### src/ebac_regs.vh
// Register map, reset values and field positions of the external bus area configuration block.
// Assumes inclusion by the design files by bare name; holds definitions only.
`ifndef EBAC_REGS_VH
`define EBAC_REGS_VH

// Register indices; the AXI4-Lite byte address is four times the index.
`define EBAC_IDX_AREA_BUS_WIDTH 16'hFFEC
`define EBAC_IDX_AREA_ACCESS_STATES 16'hFFED
`define EBAC_IDX_WAIT_CONTROL 16'hFFEE
`define EBAC_IDX_WAIT_CONTROL_ENABLE 16'hFFEF
`define EBAC_IDX_BUS_RELEASE_CONTROL 16'hFFF3
`define EBAC_ADDR_W 18
`define EBAC_ADDR_AREA_BUS_WIDTH 18'h3FFB0
`define EBAC_ADDR_AREA_ACCESS_STATES 18'h3FFB4
`define EBAC_ADDR_WAIT_CONTROL 18'h3FFB8
`define EBAC_ADDR_WAIT_CONTROL_ENABLE 18'h3FFBC
`define EBAC_ADDR_BUS_RELEASE_CONTROL 18'h3FFCC
`define EBAC_ADDR_BUS_STATUS 18'h3FFD0

// Reset values.
`define EBAC_RST_WIDTH_NARROW 8'hFF
`define EBAC_RST_WIDTH_WIDE 8'h00
`define EBAC_RST_ACCESS_STATES 8'hFF
`define EBAC_RST_WAIT_CONTROL 8'hF3
`define EBAC_RST_WAIT_ENABLE 8'hFF
`define EBAC_RST_BUS_RELEASE 8'hFE

// Read-only-one masks and writable masks.
`define EBAC_WAIT_CONTROL_RO_MASK 8'hF0
`define EBAC_BUS_RELEASE_RO_MASK 8'h1E
`define EBAC_BUS_RELEASE_ADDR_MASK 8'hE0
`define EBAC_BUS_RELEASE_EN_MASK 8'h01

// Field positions.
`define EBAC_WMS_HI 3
`define EBAC_WMS_LO 2
`define EBAC_WC_HI 1
`define EBAC_WC_LO 0
`define EBAC_A23_EN_BIT 7
`define EBAC_A22_EN_BIT 6
`define EBAC_A21_EN_BIT 5
`define EBAC_REL_EN_BIT 0

// Wait mode encodings.
`define EBAC_WMODE_PROG 2'h0
`define EBAC_WMODE_NONE 2'h1
`define EBAC_WMODE_PIN1 2'h2
`define EBAC_WMODE_AUTO 2'h3

// AXI response codes.
`define EBAC_RESP_OKAY 2'h0
`define EBAC_RESP_SLVERR 2'h2

`endif

### src/ebac_area_cfg.v
// Per-area decode of width, access states and wait control for one selected area.
// Assumes the area index and on-chip flag come from the surrounding address decoder.
`timescale 1ns/10ps
`include "ebac_regs.vh"

module ebac_area_cfg #(
    parameter AREAS = 8
) (
    input wire [AREAS-1:0] width_bits,
    input wire [AREAS-1:0] state_bits,
    input wire [AREAS-1:0] wait_en_bits,
    input wire [2:0] area_sel,
    input wire onchip,
    output wire area_is_8bit,
    output wire area_is_3state,
    output wire area_wait_ctl,
    output wire area_pin_wait0
);
    // On-chip targets keep their fixed width and state count.
    assign area_is_8bit = ~onchip & width_bits[area_sel]; // [RULE1] [RULE5]
    assign area_is_3state = ~onchip & state_bits[area_sel]; // [RULE6] [RULE7]
    // Wait control only matters for external three-state areas.
    assign area_wait_ctl = area_is_3state & wait_en_bits[area_sel]; // [RULE11]
    assign area_pin_wait0 = area_is_3state & ~wait_en_bits[area_sel]; // [RULE11]
endmodule // ebac_area_cfg

### src/ebac_pin_mux.v
// Pin function selection derived from the configuration registers.
// Assumes the operating mode is stable while in use.
`timescale 1ns/10ps
`include "ebac_regs.vh"

module ebac_pin_mux (
    input wire [7:0] width_reg,
    input wire [7:0] release_reg,
    input wire [2:0] op_mode,
    output wire bus_8bit_mode,
    output wire port4_gpio,
    output wire [2:0] addr_hi_out_en,
    output wire release_allowed
);
    wire mode_16m;
    assign mode_16m = (op_mode == 3'h3) || (op_mode == 3'h4);
    assign bus_8bit_mode = &width_reg; // [RULE2] [RULE3]
    assign port4_gpio = &width_reg; // [RULE2]
    // Upper address outputs exist only in the two large-space modes.
    assign addr_hi_out_en[2] = mode_16m & ~release_reg[`EBAC_A23_EN_BIT]; // [RULE13] [RULE14]
    assign addr_hi_out_en[1] = mode_16m & ~release_reg[`EBAC_A22_EN_BIT]; // [RULE13] [RULE14]
    assign addr_hi_out_en[0] = mode_16m & ~release_reg[`EBAC_A21_EN_BIT]; // [RULE13] [RULE14]
    assign release_allowed = release_reg[`EBAC_REL_EN_BIT]; // [RULE15]
endmodule // ebac_pin_mux

### src/ebac_top.v
// Configuration register bank of the external bus controller, reached over AXI4-Lite.
// Assumes a single clock, synchronous active-low reset and a stable operating mode input.
//
// Contract
// [RULE1] Width bit zero sixteen-bit, one eight-bit
// [RULE2] All ones gives eight-bit bus mode
// [RULE3] Any zero gives sixteen-bit bus mode
// [RULE4] Width reset value depends on mode
// [RULE5] Width settings affect external areas only
// [RULE6] State bit zero two-state, one three-state
// [RULE7] On-chip accesses ignore state bits
// [RULE8] Wait control resets F3, upper bits one
// [RULE9] Wait mode select chooses four modes
// [RULE10] Wait count inserts zero to three
// [RULE11] Wait enable zero means pin wait
// [RULE12] Release control resets FE, bits 4-1 one
// [RULE13] Address enable zero drives upper address
// [RULE14] Address enables locked outside modes three, four
// [RULE15] Release enable bit permits bus release
// [RULE16] Registers hold through software standby
// [RULE17] External master requests, device acknowledges
// [RULE18] External wait request for three-state areas
// [RULE19] Reserved read-only bits ignore writes
//
// Design decision made here: the AXI4-Lite slave port.
`timescale 1ns/10ps
`include "ebac_regs.vh"

module ebac_top #(
    parameter AREAS = 8
) (
    aclk,
    aresetn,
    hw_standby,
    sw_standby,
    op_mode,
    area_sel,
    onchip,
    s_axi_awaddr,
    s_axi_awvalid,
    s_axi_awready,
    s_axi_wdata,
    s_axi_wstrb,
    s_axi_wvalid,
    s_axi_wready,
    s_axi_bresp,
    s_axi_bvalid,
    s_axi_bready,
    s_axi_araddr,
    s_axi_arvalid,
    s_axi_arready,
    s_axi_rdata,
    s_axi_rresp,
    s_axi_rvalid,
    s_axi_rready,
    bus_8bit_mode,
    port4_gpio,
    addr_hi_out_en,
    release_allowed,
    area_is_8bit,
    area_is_3state,
    area_wait_ctl,
    area_pin_wait0,
    wait_mode,
    wait_states
);
    input wire aclk;
    input wire aresetn;
    input wire hw_standby;
    input wire sw_standby;
    input wire [2:0] op_mode;
    input wire [2:0] area_sel;
    input wire onchip;
    input wire [`EBAC_ADDR_W-1:0] s_axi_awaddr;
    input wire s_axi_awvalid;
    output reg s_axi_awready;
    input wire [31:0] s_axi_wdata;
    input wire [3:0] s_axi_wstrb;
    input wire s_axi_wvalid;
    output reg s_axi_wready;
    output reg [1:0] s_axi_bresp;
    output reg s_axi_bvalid;
    input wire s_axi_bready;
    input wire [`EBAC_ADDR_W-1:0] s_axi_araddr;
    input wire s_axi_arvalid;
    output reg s_axi_arready;
    output reg [31:0] s_axi_rdata;
    output reg [1:0] s_axi_rresp;
    output reg s_axi_rvalid;
    input wire s_axi_rready;
    output reg bus_8bit_mode;
    output reg port4_gpio;
    output reg [2:0] addr_hi_out_en;
    output reg release_allowed;
    output reg area_is_8bit;
    output reg area_is_3state;
    output reg area_wait_ctl;
    output reg area_pin_wait0;
    output reg [1:0] wait_mode;
    output reg [1:0] wait_states;

    // ************************************************************
    // Configuration registers
    // ************************************************************
    reg [7:0] area_bus_width_reg; // Width bit per area.
    reg [7:0] area_access_states_reg; // State count bit per area.
    reg [3:0] wait_control_reg; // Only the writable low nibble is stored.
    reg [7:0] wait_control_enable_reg; // Wait control enable per area.
    reg [3:0] bus_release_control_reg; // Bits 7..5 and bit 0 packed.
    wire [7:0] wait_control_view; // Full byte as software sees it.
    wire [7:0] bus_release_view; // Full byte as software sees it.
    wire mode_narrow; // Modes whose width register resets to all ones.
    wire mode_16m; // Modes in which upper address enables are writable.
    wire init_regs; // Reset or hardware standby.

    assign mode_narrow = (op_mode == 3'h1) || (op_mode == 3'h3) ||
        (op_mode == 3'h5);
    assign mode_16m = (op_mode == 3'h3) || (op_mode == 3'h4);
    assign init_regs = ~aresetn | hw_standby;
    // Reserved bits are constant ones, so no write can reach them.
    assign wait_control_view = `EBAC_WAIT_CONTROL_RO_MASK |
        {4'h0, wait_control_reg}; // [RULE8] [RULE19]
    assign bus_release_view = {bus_release_control_reg[3:1], 4'hF,
        bus_release_control_reg[0]}; // [RULE12] [RULE19]

    // ************************************************************
    // AXI4-Lite write channel
    // ************************************************************
    reg aw_held; // Write address captured, awaiting data.
    reg w_held; // Write data captured, awaiting address.
    reg [`EBAC_ADDR_W-1:0] aw_addr_reg; // Captured write address.
    reg [31:0] w_data_reg; // Captured write data.
    reg w_strb0_reg; // Captured strobe of the low byte lane.
    wire aw_take; // Address handshake this edge.
    wire w_take; // Data handshake this edge.
    wire [`EBAC_ADDR_W-1:0] wr_addr; // Address of the write being committed.
    wire [7:0] wr_byte; // Low byte of the write being committed.
    wire wr_lane0; // Low byte lane enabled.
    wire wr_fire; // Both halves present, commit this edge.
    wire wr_hit; // Address maps to a register.

    assign aw_take = s_axi_awvalid & s_axi_awready;
    assign w_take = s_axi_wvalid & s_axi_wready;
    assign wr_addr = aw_held ? aw_addr_reg : s_axi_awaddr;
    assign wr_byte = w_held ? w_data_reg[7:0] : s_axi_wdata[7:0];
    assign wr_lane0 = w_held ? w_strb0_reg : s_axi_wstrb[0];
    assign wr_fire = (aw_held | aw_take) & (w_held | w_take);
    assign wr_hit = (wr_addr == `EBAC_ADDR_AREA_BUS_WIDTH) ||
        (wr_addr == `EBAC_ADDR_AREA_ACCESS_STATES) ||
        (wr_addr == `EBAC_ADDR_WAIT_CONTROL) ||
        (wr_addr == `EBAC_ADDR_WAIT_CONTROL_ENABLE) ||
        (wr_addr == `EBAC_ADDR_BUS_RELEASE_CONTROL) ||
        (wr_addr == `EBAC_ADDR_BUS_STATUS);

    // Handshake tracker: each half is accepted once, then held until the other half arrives.
    always @(posedge aclk) begin
        if (!aresetn) begin
            s_axi_awready <= 1'b0;
            s_axi_wready <= 1'b0;
            aw_held <= 1'b0;
            w_held <= 1'b0;
            aw_addr_reg <= {`EBAC_ADDR_W{1'b0}};
            w_data_reg <= 32'h00000000;
            w_strb0_reg <= 1'b0;
            s_axi_bvalid <= 1'b0;
            s_axi_bresp <= `EBAC_RESP_OKAY;
        end else begin
            if (wr_fire) begin
                // Commit: release both holds and raise the response.
                aw_held <= 1'b0;
                w_held <= 1'b0;
                s_axi_awready <= 1'b0;
                s_axi_wready <= 1'b0;
                s_axi_bvalid <= 1'b1;
                s_axi_bresp <= wr_hit ? `EBAC_RESP_OKAY : `EBAC_RESP_SLVERR;
            end else begin
                if (aw_take) begin
                    aw_held <= 1'b1;
                    aw_addr_reg <= s_axi_awaddr;
                end
                if (w_take) begin
                    w_held <= 1'b1;
                    w_data_reg <= s_axi_wdata;
                    w_strb0_reg <= s_axi_wstrb[0];
                end
                // Ready only while no response is pending and that half is still open.
                s_axi_awready <= ~s_axi_bvalid & ~aw_held & ~aw_take;
                s_axi_wready <= ~s_axi_bvalid & ~w_held & ~w_take;
                if (s_axi_bvalid && s_axi_bready) begin
                    s_axi_bvalid <= 1'b0;
                end
            end
        end
    end

    // Register update. Software standby has no effect: only reset or hardware standby reloads.
    always @(posedge aclk) begin
        if (init_regs) begin
            area_bus_width_reg <= mode_narrow ? `EBAC_RST_WIDTH_NARROW :
                `EBAC_RST_WIDTH_WIDE; // [RULE4]
            area_access_states_reg <= `EBAC_RST_ACCESS_STATES; // [RULE6]
            wait_control_reg <= 4'h3; // [RULE8] [RULE9] [RULE10]
            wait_control_enable_reg <= `EBAC_RST_WAIT_ENABLE; // [RULE11]
            bus_release_control_reg <= 4'hE; // [RULE12]
        end else if (wr_fire && wr_lane0) begin
            // A write updates only the addressed register; all others hold. [RULE16]
            case (wr_addr)
                `EBAC_ADDR_AREA_BUS_WIDTH: begin
                    area_bus_width_reg <= wr_byte; // [RULE1]
                end
                `EBAC_ADDR_AREA_ACCESS_STATES: begin
                    area_access_states_reg <= wr_byte; // [RULE6]
                end
                `EBAC_ADDR_WAIT_CONTROL: begin
                    // The upper nibble is not stored.
                    wait_control_reg <= wr_byte[3:0]; // [RULE19]
                end
                `EBAC_ADDR_WAIT_CONTROL_ENABLE: begin
                    wait_control_enable_reg <= wr_byte; // [RULE11]
                end
                `EBAC_ADDR_BUS_RELEASE_CONTROL: begin
                    // Upper address enables are frozen outside the large-space modes.
                    if (mode_16m) begin
                        bus_release_control_reg[3:1] <= wr_byte[7:5]; // [RULE13]
                    end
                    bus_release_control_reg[0] <= wr_byte[`EBAC_REL_EN_BIT]; // [RULE15] [RULE14]
                end
                default: begin
                end
            endcase
        end
    end

    // ************************************************************
    // AXI4-Lite read channel
    // ************************************************************
    reg [7:0] rd_byte; // Register byte selected by the read address.
    reg rd_hit; // Read address maps to a register.

    // Read decode; the status word shows the derived bus state.
    always @* begin
        rd_hit = 1'b1;
        case (s_axi_araddr)
            `EBAC_ADDR_AREA_BUS_WIDTH: rd_byte = area_bus_width_reg;
            `EBAC_ADDR_AREA_ACCESS_STATES: rd_byte = area_access_states_reg;
            `EBAC_ADDR_WAIT_CONTROL: rd_byte = wait_control_view;
            `EBAC_ADDR_WAIT_CONTROL_ENABLE: rd_byte = wait_control_enable_reg;
            `EBAC_ADDR_BUS_RELEASE_CONTROL: rd_byte = bus_release_view;
            `EBAC_ADDR_BUS_STATUS: rd_byte = {2'h0, sw_standby, mode_16m,
                release_allowed, port4_gpio,
                bus_8bit_mode, ~bus_8bit_mode}; // [RULE2] [RULE3]
            default: begin
                rd_byte = 8'h00;
                rd_hit = 1'b0;
            end
        endcase
    end

    // One read at a time: ready for one cycle, data on the following edge, held until taken.
    always @(posedge aclk) begin
        if (!aresetn) begin
            s_axi_arready <= 1'b0;
            s_axi_rvalid <= 1'b0;
            s_axi_rdata <= 32'h00000000;
            s_axi_rresp <= `EBAC_RESP_OKAY;
        end else begin
            if (s_axi_arvalid && s_axi_arready) begin
                s_axi_arready <= 1'b0;
                s_axi_rvalid <= 1'b1;
                s_axi_rdata <= {24'h000000, rd_byte};
                s_axi_rresp <= rd_hit ? `EBAC_RESP_OKAY : `EBAC_RESP_SLVERR;
            end else begin
                if (s_axi_rvalid && s_axi_rready) begin
                    s_axi_rvalid <= 1'b0;
                end
                s_axi_arready <= ~s_axi_rvalid & ~s_axi_arready & s_axi_arvalid;
            end
        end
    end

    // ************************************************************
    // Derived controls toward the bus state machine and pins
    // ************************************************************
    wire bus_8bit_mode_c; // Eight-bit bus mode.
    wire port4_gpio_c; // Port 4 free for general use.
    wire [2:0] addr_hi_out_en_c; // Upper address pin enables, bit 2 is line 23.
    wire release_allowed_c; // Bus may be granted to an external master.
    wire area_is_8bit_c; // Selected area is eight bits wide.
    wire area_is_3state_c; // Selected area uses three states.
    wire area_wait_ctl_c; // Wait unit controls the selected area.
    wire area_pin_wait0_c; // Selected area falls back to pin wait mode 0.

    ebac_pin_mux u_pin_mux (
        .width_reg(area_bus_width_reg),
        .release_reg(bus_release_view),
        .op_mode(op_mode),
        .bus_8bit_mode(bus_8bit_mode_c),
        .port4_gpio(port4_gpio_c),
        .addr_hi_out_en(addr_hi_out_en_c),
        .release_allowed(release_allowed_c)
    );

    ebac_area_cfg #(
        .AREAS(AREAS)
    ) u_area_cfg (
        .width_bits(area_bus_width_reg),
        .state_bits(area_access_states_reg),
        .wait_en_bits(wait_control_enable_reg),
        .area_sel(area_sel),
        .onchip(onchip),
        .area_is_8bit(area_is_8bit_c),
        .area_is_3state(area_is_3state_c),
        .area_wait_ctl(area_wait_ctl_c),
        .area_pin_wait0(area_pin_wait0_c)
    );

    // Registered outputs; these lag the registers by one cycle, which the bus
    // state machine tolerates because settings change only between accesses.
    always @(posedge aclk) begin
        if (!aresetn) begin
            bus_8bit_mode <= 1'b0;
            port4_gpio <= 1'b0;
            addr_hi_out_en <= 3'h0;
            release_allowed <= 1'b0;
            area_is_8bit <= 1'b0;
            area_is_3state <= 1'b0;
            area_wait_ctl <= 1'b0;
            area_pin_wait0 <= 1'b0;
            wait_mode <= `EBAC_WMODE_PROG;
            wait_states <= 2'h3;
        end else begin
            bus_8bit_mode <= bus_8bit_mode_c; // [RULE2] [RULE3]
            port4_gpio <= port4_gpio_c; // [RULE2]
            addr_hi_out_en <= addr_hi_out_en_c; // [RULE13]
            release_allowed <= release_allowed_c; // [RULE15] [RULE17]
            area_is_8bit <= area_is_8bit_c; // [RULE1] [RULE5]
            area_is_3state <= area_is_3state_c; // [RULE6] [RULE7]
            area_wait_ctl <= area_wait_ctl_c; // [RULE11] [RULE18]
            area_pin_wait0 <= area_pin_wait0_c; // [RULE11]
            wait_mode <= wait_control_reg[`EBAC_WMS_HI:`EBAC_WMS_LO]; // [RULE9]
            wait_states <= wait_control_reg[`EBAC_WC_HI:`EBAC_WC_LO]; // [RULE10]
        end
    end
endmodule // ebac_top

### config.mk
export PLATFORM = sky130hd
export DESIGN_NAME = ebac_top
export DESIGN_NICKNAME = d
export VERILOG_FILES = /design/src/ebac_area_cfg.v /design/src/ebac_pin_mux.v /design/src/ebac_top.v
export VERILOG_INCLUDE_DIRS = /design/src
export SDC_FILE = /design/constraint.sdc
export NUM_CORES = 1
export LEC_CHECK = 0
export BUFFER_PORTS_ARGS = -buffer_cell sky130_fd_sc_hd__buf_2
export CAP_MARGIN = 5
export CORE_MARGIN = 5
export CORE_UTILIZATION = 51
export DETAILED_ROUTE_END_ITERATION = 10
export PLACE_DENSITY_LB_ADDON = 0.1
export SETUP_SLACK_MARGIN = 0.2
export SYNTH_ARGS = -nofsm -noshare
export SYNTH_HDL_FRONTEND = slang
export SYNTH_HIERARCHICAL = 1
export SYNTH_SLANG_ARGS = --single-unit
### constraint.sdc
create_clock -name aclk -period 3.1 [get_ports aclk]
set_clock_uncertainty 0.2 [all_clocks]
set_input_delay 0.62 -clock aclk [delete_from_list [all_inputs] [get_ports aclk]]
set_output_delay 0.62 -clock aclk [all_outputs]
set_load 0.01 [all_outputs]
; ---- After elaboration in Yosys (flattened, before gate mapping)
; Cells that the tools add are included.
[classes]
n_lt_le_gt_ge = 1
eq_ne = 16
mux = 21
n_bitwise = 34
n_reduce_logical = 28
[ops]
columns = op, n
row1 = $eq A18 B18 Y1 const B, 12
row2 = $pmux W8 S6, 1
row3 = $mux W8, 5
row4 = $mux W18, 1
row5 = $and A1 B1 Y1, 16
row6 = $not A1 Y1, 15
row7 = $reduce_and A2 Y1, 7
row8 = $bmux W1 S3, 3
row9 = $mux W1, 9
row10 = $logic_or A1 B1 Y1, 8
row11 = $reduce_and A8 Y1, 1
row12 = $reduce_bool A2 Y1, 4
row13 = $eq A3 B3 Y1 const B, 2
row14 = $reduce_or A6 Y1, 1
row15 = $logic_and A1 B1 Y1, 4
row16 = $lt A3 B4 Y1 const B, 1
row17 = $mux W2, 2
row18 = $reduce_or A2 Y1, 2
row19 = $eq A3 B1 Y1 const B, 1
row20 = $eq A3 B2 Y1 const B, 1
row21 = $or A1 B1 Y1, 3
row22 = $reduce_and A3 Y1, 1
[totals]
regBits = 91
input_bits = 88
out_inout_bits = 55
wordCells = 128

; ---- Depth between registers and ports, before layout
[depth]
word_depth = 8
mapped_depth = 7
depth_no_buf = 5

; ---- Hierarchy
; The synthesis kept the hierarchy.
[modules_own_cells]
columns = module, instances, cells_each, area_each_um2, seq_area_each_um2
row1 = ebac_top, 1, 449, 4199.0, 1881.8
row2 = ebac_area_cfg, 1, 29, 291.5, 0.0
row3 = ebac_pin_mux, 1, 12, 87.6, 0.0

; ---- Worst setup path before layout
; OpenSTA, ideal clock, no wires.
[synth_path]
kind = input-to-reg
start = in s_axi_awaddr[14]
end = reg area_bus_width_reg[0], enable pin
setup_time_ps = 387
t_arrival_ps = 1995
required_ps = 2513
setup_slack_ps = 518
stages = 4
path_buffers = 0
cell_sequence = nand4_1 nor4_4 o211ai_4 o31ai_1
[synth_via]
elab_chain_cells = 4
[synth_lines]
columns = item, line
row1 = start: declaration, ebac_top.v:74  ; input wire [`EBAC_ADDR_W-1:0] s_axi_awaddr;
row2 = $mux W18, ebac_top.v:144  ; assign wr_addr = aw_held ? aw_addr_reg : s_axi_awaddr;
row3 = $eq A18 B18 Y1, ebac_top.v:207  ; case (wr_addr)
row4 = $reduce_bool A2 Y1 (no line), --
row5 = $reduce_and A2 Y1 (no line), --
row6 = end signal: assignment, ebac_top.v:199  ; area_bus_width_reg <= mode_narrow ? `EBAC_RST_WIDTH_NARROW :
row7 = end signal: assignment, ebac_top.v:209  ; area_bus_width_reg <= wr_byte;
row8 = end: declaration, ebac_top.v:105  ; reg [7:0] area_bus_width_reg;
; Every way passes these cells.
; A chain may end at the register's enable or synchronous reset.

; ---- Worst setup path in the final report
[layout_path]
start = reg aw_held
end = reg area_bus_width_reg[0], enable pin
[layout_via]
elab_chain_cells = 5
word_cells_on_any_way = 8
cone_classes = eq/ne (1) / mux (1) / bitwise (2) / reduce/logical (4)
[layout_lines]
columns = item, line
row1 = start: declaration, ebac_top.v:129  ; reg aw_held;
row2 = start signal: assignment, ebac_top.v:160  ; aw_held <= 1'b0;
row3 = start signal: assignment, ebac_top.v:170  ; aw_held <= 1'b0;
row4 = start signal: assignment, ebac_top.v:178  ; aw_held <= 1'b1;
row5 = "parallel branches: the longest is 4 deep, another holds $mux W18", --
row6 = $reduce_and A2 Y1 (no line) *, --
; Mark *: on every way between the ends.

==> impl_metrics.xml <==
<?xml version="1.0" encoding="UTF-8"?>
<metrics>
  <group name="outcome">
    <metric name="outcome" unit="">finished, final reports clean</metric>
  </group>
  <group name="setup_path">
    <metric name="cell_depth_of_the_worst_flop_to_flop_path" unit="">5</metric>
    <metric name="worstSetupStartpointType" unit="">flip-flop</metric>
    <metric name="ff_to_ff_end" unit="">area_bus_width_reg[0]$_DFFE_PP_</metric>
    <metric name="critical_path.startpoint" unit="">aw_held$_SDFFE_PP0P_</metric>
    <metric name="crit_path_max_fanout" unit="">14</metric>
    <metric name="r2r-start" unit="">aw_held$_SDFFE_PP0P_</metric>
    <metric name="regToRegSetupSlack" unit="ps">480</metric>
    <metric name="cp.arrival" unit="ps">2400</metric>
    <metric name="criticalPathCategory" unit="">reg -&gt; reg</metric>
    <metric name="required" unit="ps">2880</metric>
    <metric name="critPathCaptureType" unit="">flip-flop</metric>
    <metric name="worst_setup_path_endpoint" unit="">area_bus_width_reg[0]$_DFFE_PP_</metric>
  </group>
  <group name="cts">
    <metric name="cts_buffers" unit="">9</metric>
    <metric name="cts_repair_resized_insts" unit="">0</metric>
    <metric name="cts_root_buf" unit="">clkbuf_8</metric>
    <metric name="holdBufCountCts" unit="">0</metric>
    <metric name="cts_tree" unit="">done</metric>
    <metric name="total_number_of_h_tree_levels" unit="">3</metric>
    <metric name="cts.sink_count" unit="">90</metric>
    <metric name="worstSkewPairLatency" unit="ps">360</metric>
    <metric name="clock_path_buffers" unit="">2</metric>
    <metric name="post_cts.repair.setup_buffers" unit="">0</metric>
    <metric name="clk_pin_slew" unit="ps">90</metric>
  </group>
  <group name="drt">
    <metric name="avgRoutedWirePerCell" unit="um">15.08</metric>
    <metric name="drc" unit="">0</metric>
    <metric name="drtPass1Iterations" unit="">4</metric>
    <metric name="num_vias" unit="">3682</metric>
    <metric name="routed_wirelength" unit="um">10290</metric>
    <metric name="detail_route.vias_per_cell" unit="">5.399</metric>
    <metric name="ant_nets" unit="">0</metric>
    <metric name="drt-initial-drc-count" unit="">131</metric>
  </group>
  <group name="logic_synthesis">
    <metric name="mappedNetlistArea" unit="mm2">0.004574</metric>
    <metric name="cells_after_synthesis" unit="">489</metric>
    <metric name="ys.warnings.count" unit="">6</metric>
    <metric name="synth_area_per_cell" unit="um2">9.355</metric>
  </group>
  <group name="die">
    <metric name="fp-row-count" unit="">34</metric>
    <metric name="core" unit="mm2">0.008721</metric>
    <metric name="dieArea" unit="mm2">0.01096</metric>
    <metric name="ioPinCount" unit="">143</metric>
    <metric name="die_h" unit="um">104.7</metric>
    <metric name="die_width" unit="um">104.7</metric>
    <metric name="initial_utilization" unit="%">52.45</metric>
  </group>
  <group name="timing">
    <metric name="final.setup.worst_slack" unit="ps">483.1</metric>
    <metric name="finalSetupTns" unit="ps">0</metric>
    <metric name="hold_viol" unit="">0</metric>
    <metric name="grt_setup_unrepaired" unit="">no</metric>
    <metric name="timing.final.setup_violations" unit="">0</metric>
    <metric name="slew_violations" unit="">0</metric>
    <metric name="timing.final.crit_period" unit="ps">2617</metric>
    <metric name="max_slew_margin" unit="%">31.44</metric>
    <metric name="max_clock_freq" unit="MHz">382.1</metric>
    <metric name="final_min_period_over_clock_period" unit="%">84.42</metric>
    <metric name="tightest_slew" unit="ps">1020</metric>
  </group>
  <group name="power_and_ir_drop">
    <metric name="seq_power_share" unit="%">52.6</metric>
    <metric name="post-layout-total-power" unit="mW">2.374</metric>
    <metric name="combinationalPowerShare" unit="%">12.3</metric>
    <metric name="pwr-share-clk" unit="%">35.1</metric>
    <metric name="power.share.switching" unit="%">26.69</metric>
    <metric name="p_int" unit="mW">1.741</metric>
    <metric name="power.density_cell_area" unit="mW/mm2">458.4</metric>
    <metric name="cellLeakagePower" unit="nW">2.037</metric>
    <metric name="irDropWorstVdd" unit="uV">235.1</metric>
    <metric name="netSwitchingPower" unit="uW">633.6</metric>
  </group>
  <group name="worst_hold_path">
    <metric name="hold_path.class" unit="">reg -&gt; reg</metric>
  </group>
  <group name="finish">
    <metric name="insertedDiodeCount" unit="">0</metric>
    <metric name="syn2layout_area_growth" unit="%">13.24</metric>
    <metric name="post_layout_nonfiller_instances" unit="">682</metric>
    <metric name="area.sequential" unit="mm2">0.001882</metric>
    <metric name="multi_input_area" unit="mm2">0.002444</metric>
    <metric name="drive_gt1_share" unit="%">23.52</metric>
    <metric name="largest_register_ff_count" unit="">18</metric>
    <metric name="layout.filler_cells" unit="">804</metric>
    <metric name="layout.nets" unit="">657</metric>
  </group>
  <group name="global_route">
    <metric name="groute.usage.overall" unit="%">18.86</metric>
    <metric name="grt_overflow_total" unit="">0</metric>
    <metric name="grt_max_degree" unit="">57</metric>
    <metric name="antenna_found_initial" unit="">0</metric>
    <metric name="grt_pass1_vias" unit="">3542</metric>
    <metric name="wire_length_of_the_first_global_routing_pass" unit="um">17280</metric>
  </group>
  <group name="place">
    <metric name="io_buffers" unit="">89</metric>
    <metric name="hpwlAfterDp" unit="um">7957</metric>
    <metric name="dp_worst_setup_slack" unit="ps">282.4</metric>
    <metric name="dp_cells" unit="">666</metric>
    <metric name="place_congestion" unit="">0.8070</metric>
  </group>
  <group name="run">
    <metric name="max_cap_violations" unit="">0</metric>
  </group>
</metrics>
critical path: stages (launching register included):
cell and delay [ps]:
dfxtp_1 390, buf_4 210, nand2b_4 160, nor4_4 320
o211ai_4 120, o31ai_1 830
worst min path at each step:
stage	startpoint	endpoint	slack, ps	cells past startpoint
final	s_axi_rvalid$_SDFFE_PN0P_	s_axi_arready$_SDFF_PP0_	250	1
after global routing	s_axi_rvalid$_SDFFE_PN0P_	s_axi_arready$_SDFF_PP0_	270	1
after CTS	s_axi_rvalid$_SDFFE_PN0P_	s_axi_arready$_SDFF_PP0_	250	1
after detailed placement	s_axi_rvalid$_SDFFE_PN0P_	s_axi_arready$_SDFF_PP0_	240	1
after global placement	s_axi_rvalid$_SDFFE_PN0P_	s_axi_arready$_SDFF_PP0_	230	1
after floorplan	wait_control_reg[0]$_SDFFE_PN1P_	wait_states[0]$_SDFF_PN1_	230	1
placed cells by master, fill, tap and decap left out, types with 7 or more instances in the layout:
cell type / n
mux2i_1: 34
nand2_1: 79
clkbuf_8: 10
dfxtp_1: 82
nand4_1: 9
buf_4: 7
conb_1: 26
and2_1: 21
and3_1: 8
nand2b_1: 8
nor2_1: 35
buf_2: 89
a21oi_1: 9
o21ai_0: 14
edfxtp_1: 8
nand3_1: 9
a21boi_0: 28
per-layer routing:
metal | wire length (um) | vias up | GRT usage [%]
met5 | 0 | - | 0
met4 | 138 | 0 | 5.753
met3 | 739 | 11 | 4.439
met2 | 4494 | 128 | 28.46
met1 | 4914 | 1699 | 26.93
li1 | - | 1844 | -
stage by stage:
step	utilization, %	instance area, um2	hold WS, ps
floorplan	-	4668	228.7
global placement	57.07	4977	226.5
detailed placement	57.07	4977	240.2
CTS	59.40	5180	253.0
global route	59.40	5180	265.7
finish	59.40	5180	245.4
layout make-up:
| cell class | count | area share [%] |
|---|---|---|
| Timing Repair Buffer | 96 | 9.614 |
| Tap cell | 108 | 2.609 |
| Clock inverter | 5 | 1.184 |
| Sequential cell | 90 | 36.33 |
| Multi-Input combinational cell | 367 | 47.17 |
| Inverter | 5 | 0.3623 |
| Clock buffer | 11 | 2.729 |
power by group through the flow:
| stage | registers (mW) | clock network, mW | logic (mW) |
|---|---|---|---|
| 2_1_floorplan | 1.27 | 0 | 0.212 |
| 3_3_place_gp | 1.27 | 0 | 0.286 |
| 3_5_place_dp | 1.28 | 0 | 0.291 |
| 4_1_cts | 1.25 | 0.845 | 0.292 |
| 5_1_grt | 1.25 | 0.900 | 0.328 |
| 6_report | 1.25 | 0.834 | 0.292 |
Note: power is estimated with default switching activity, not from simulation.
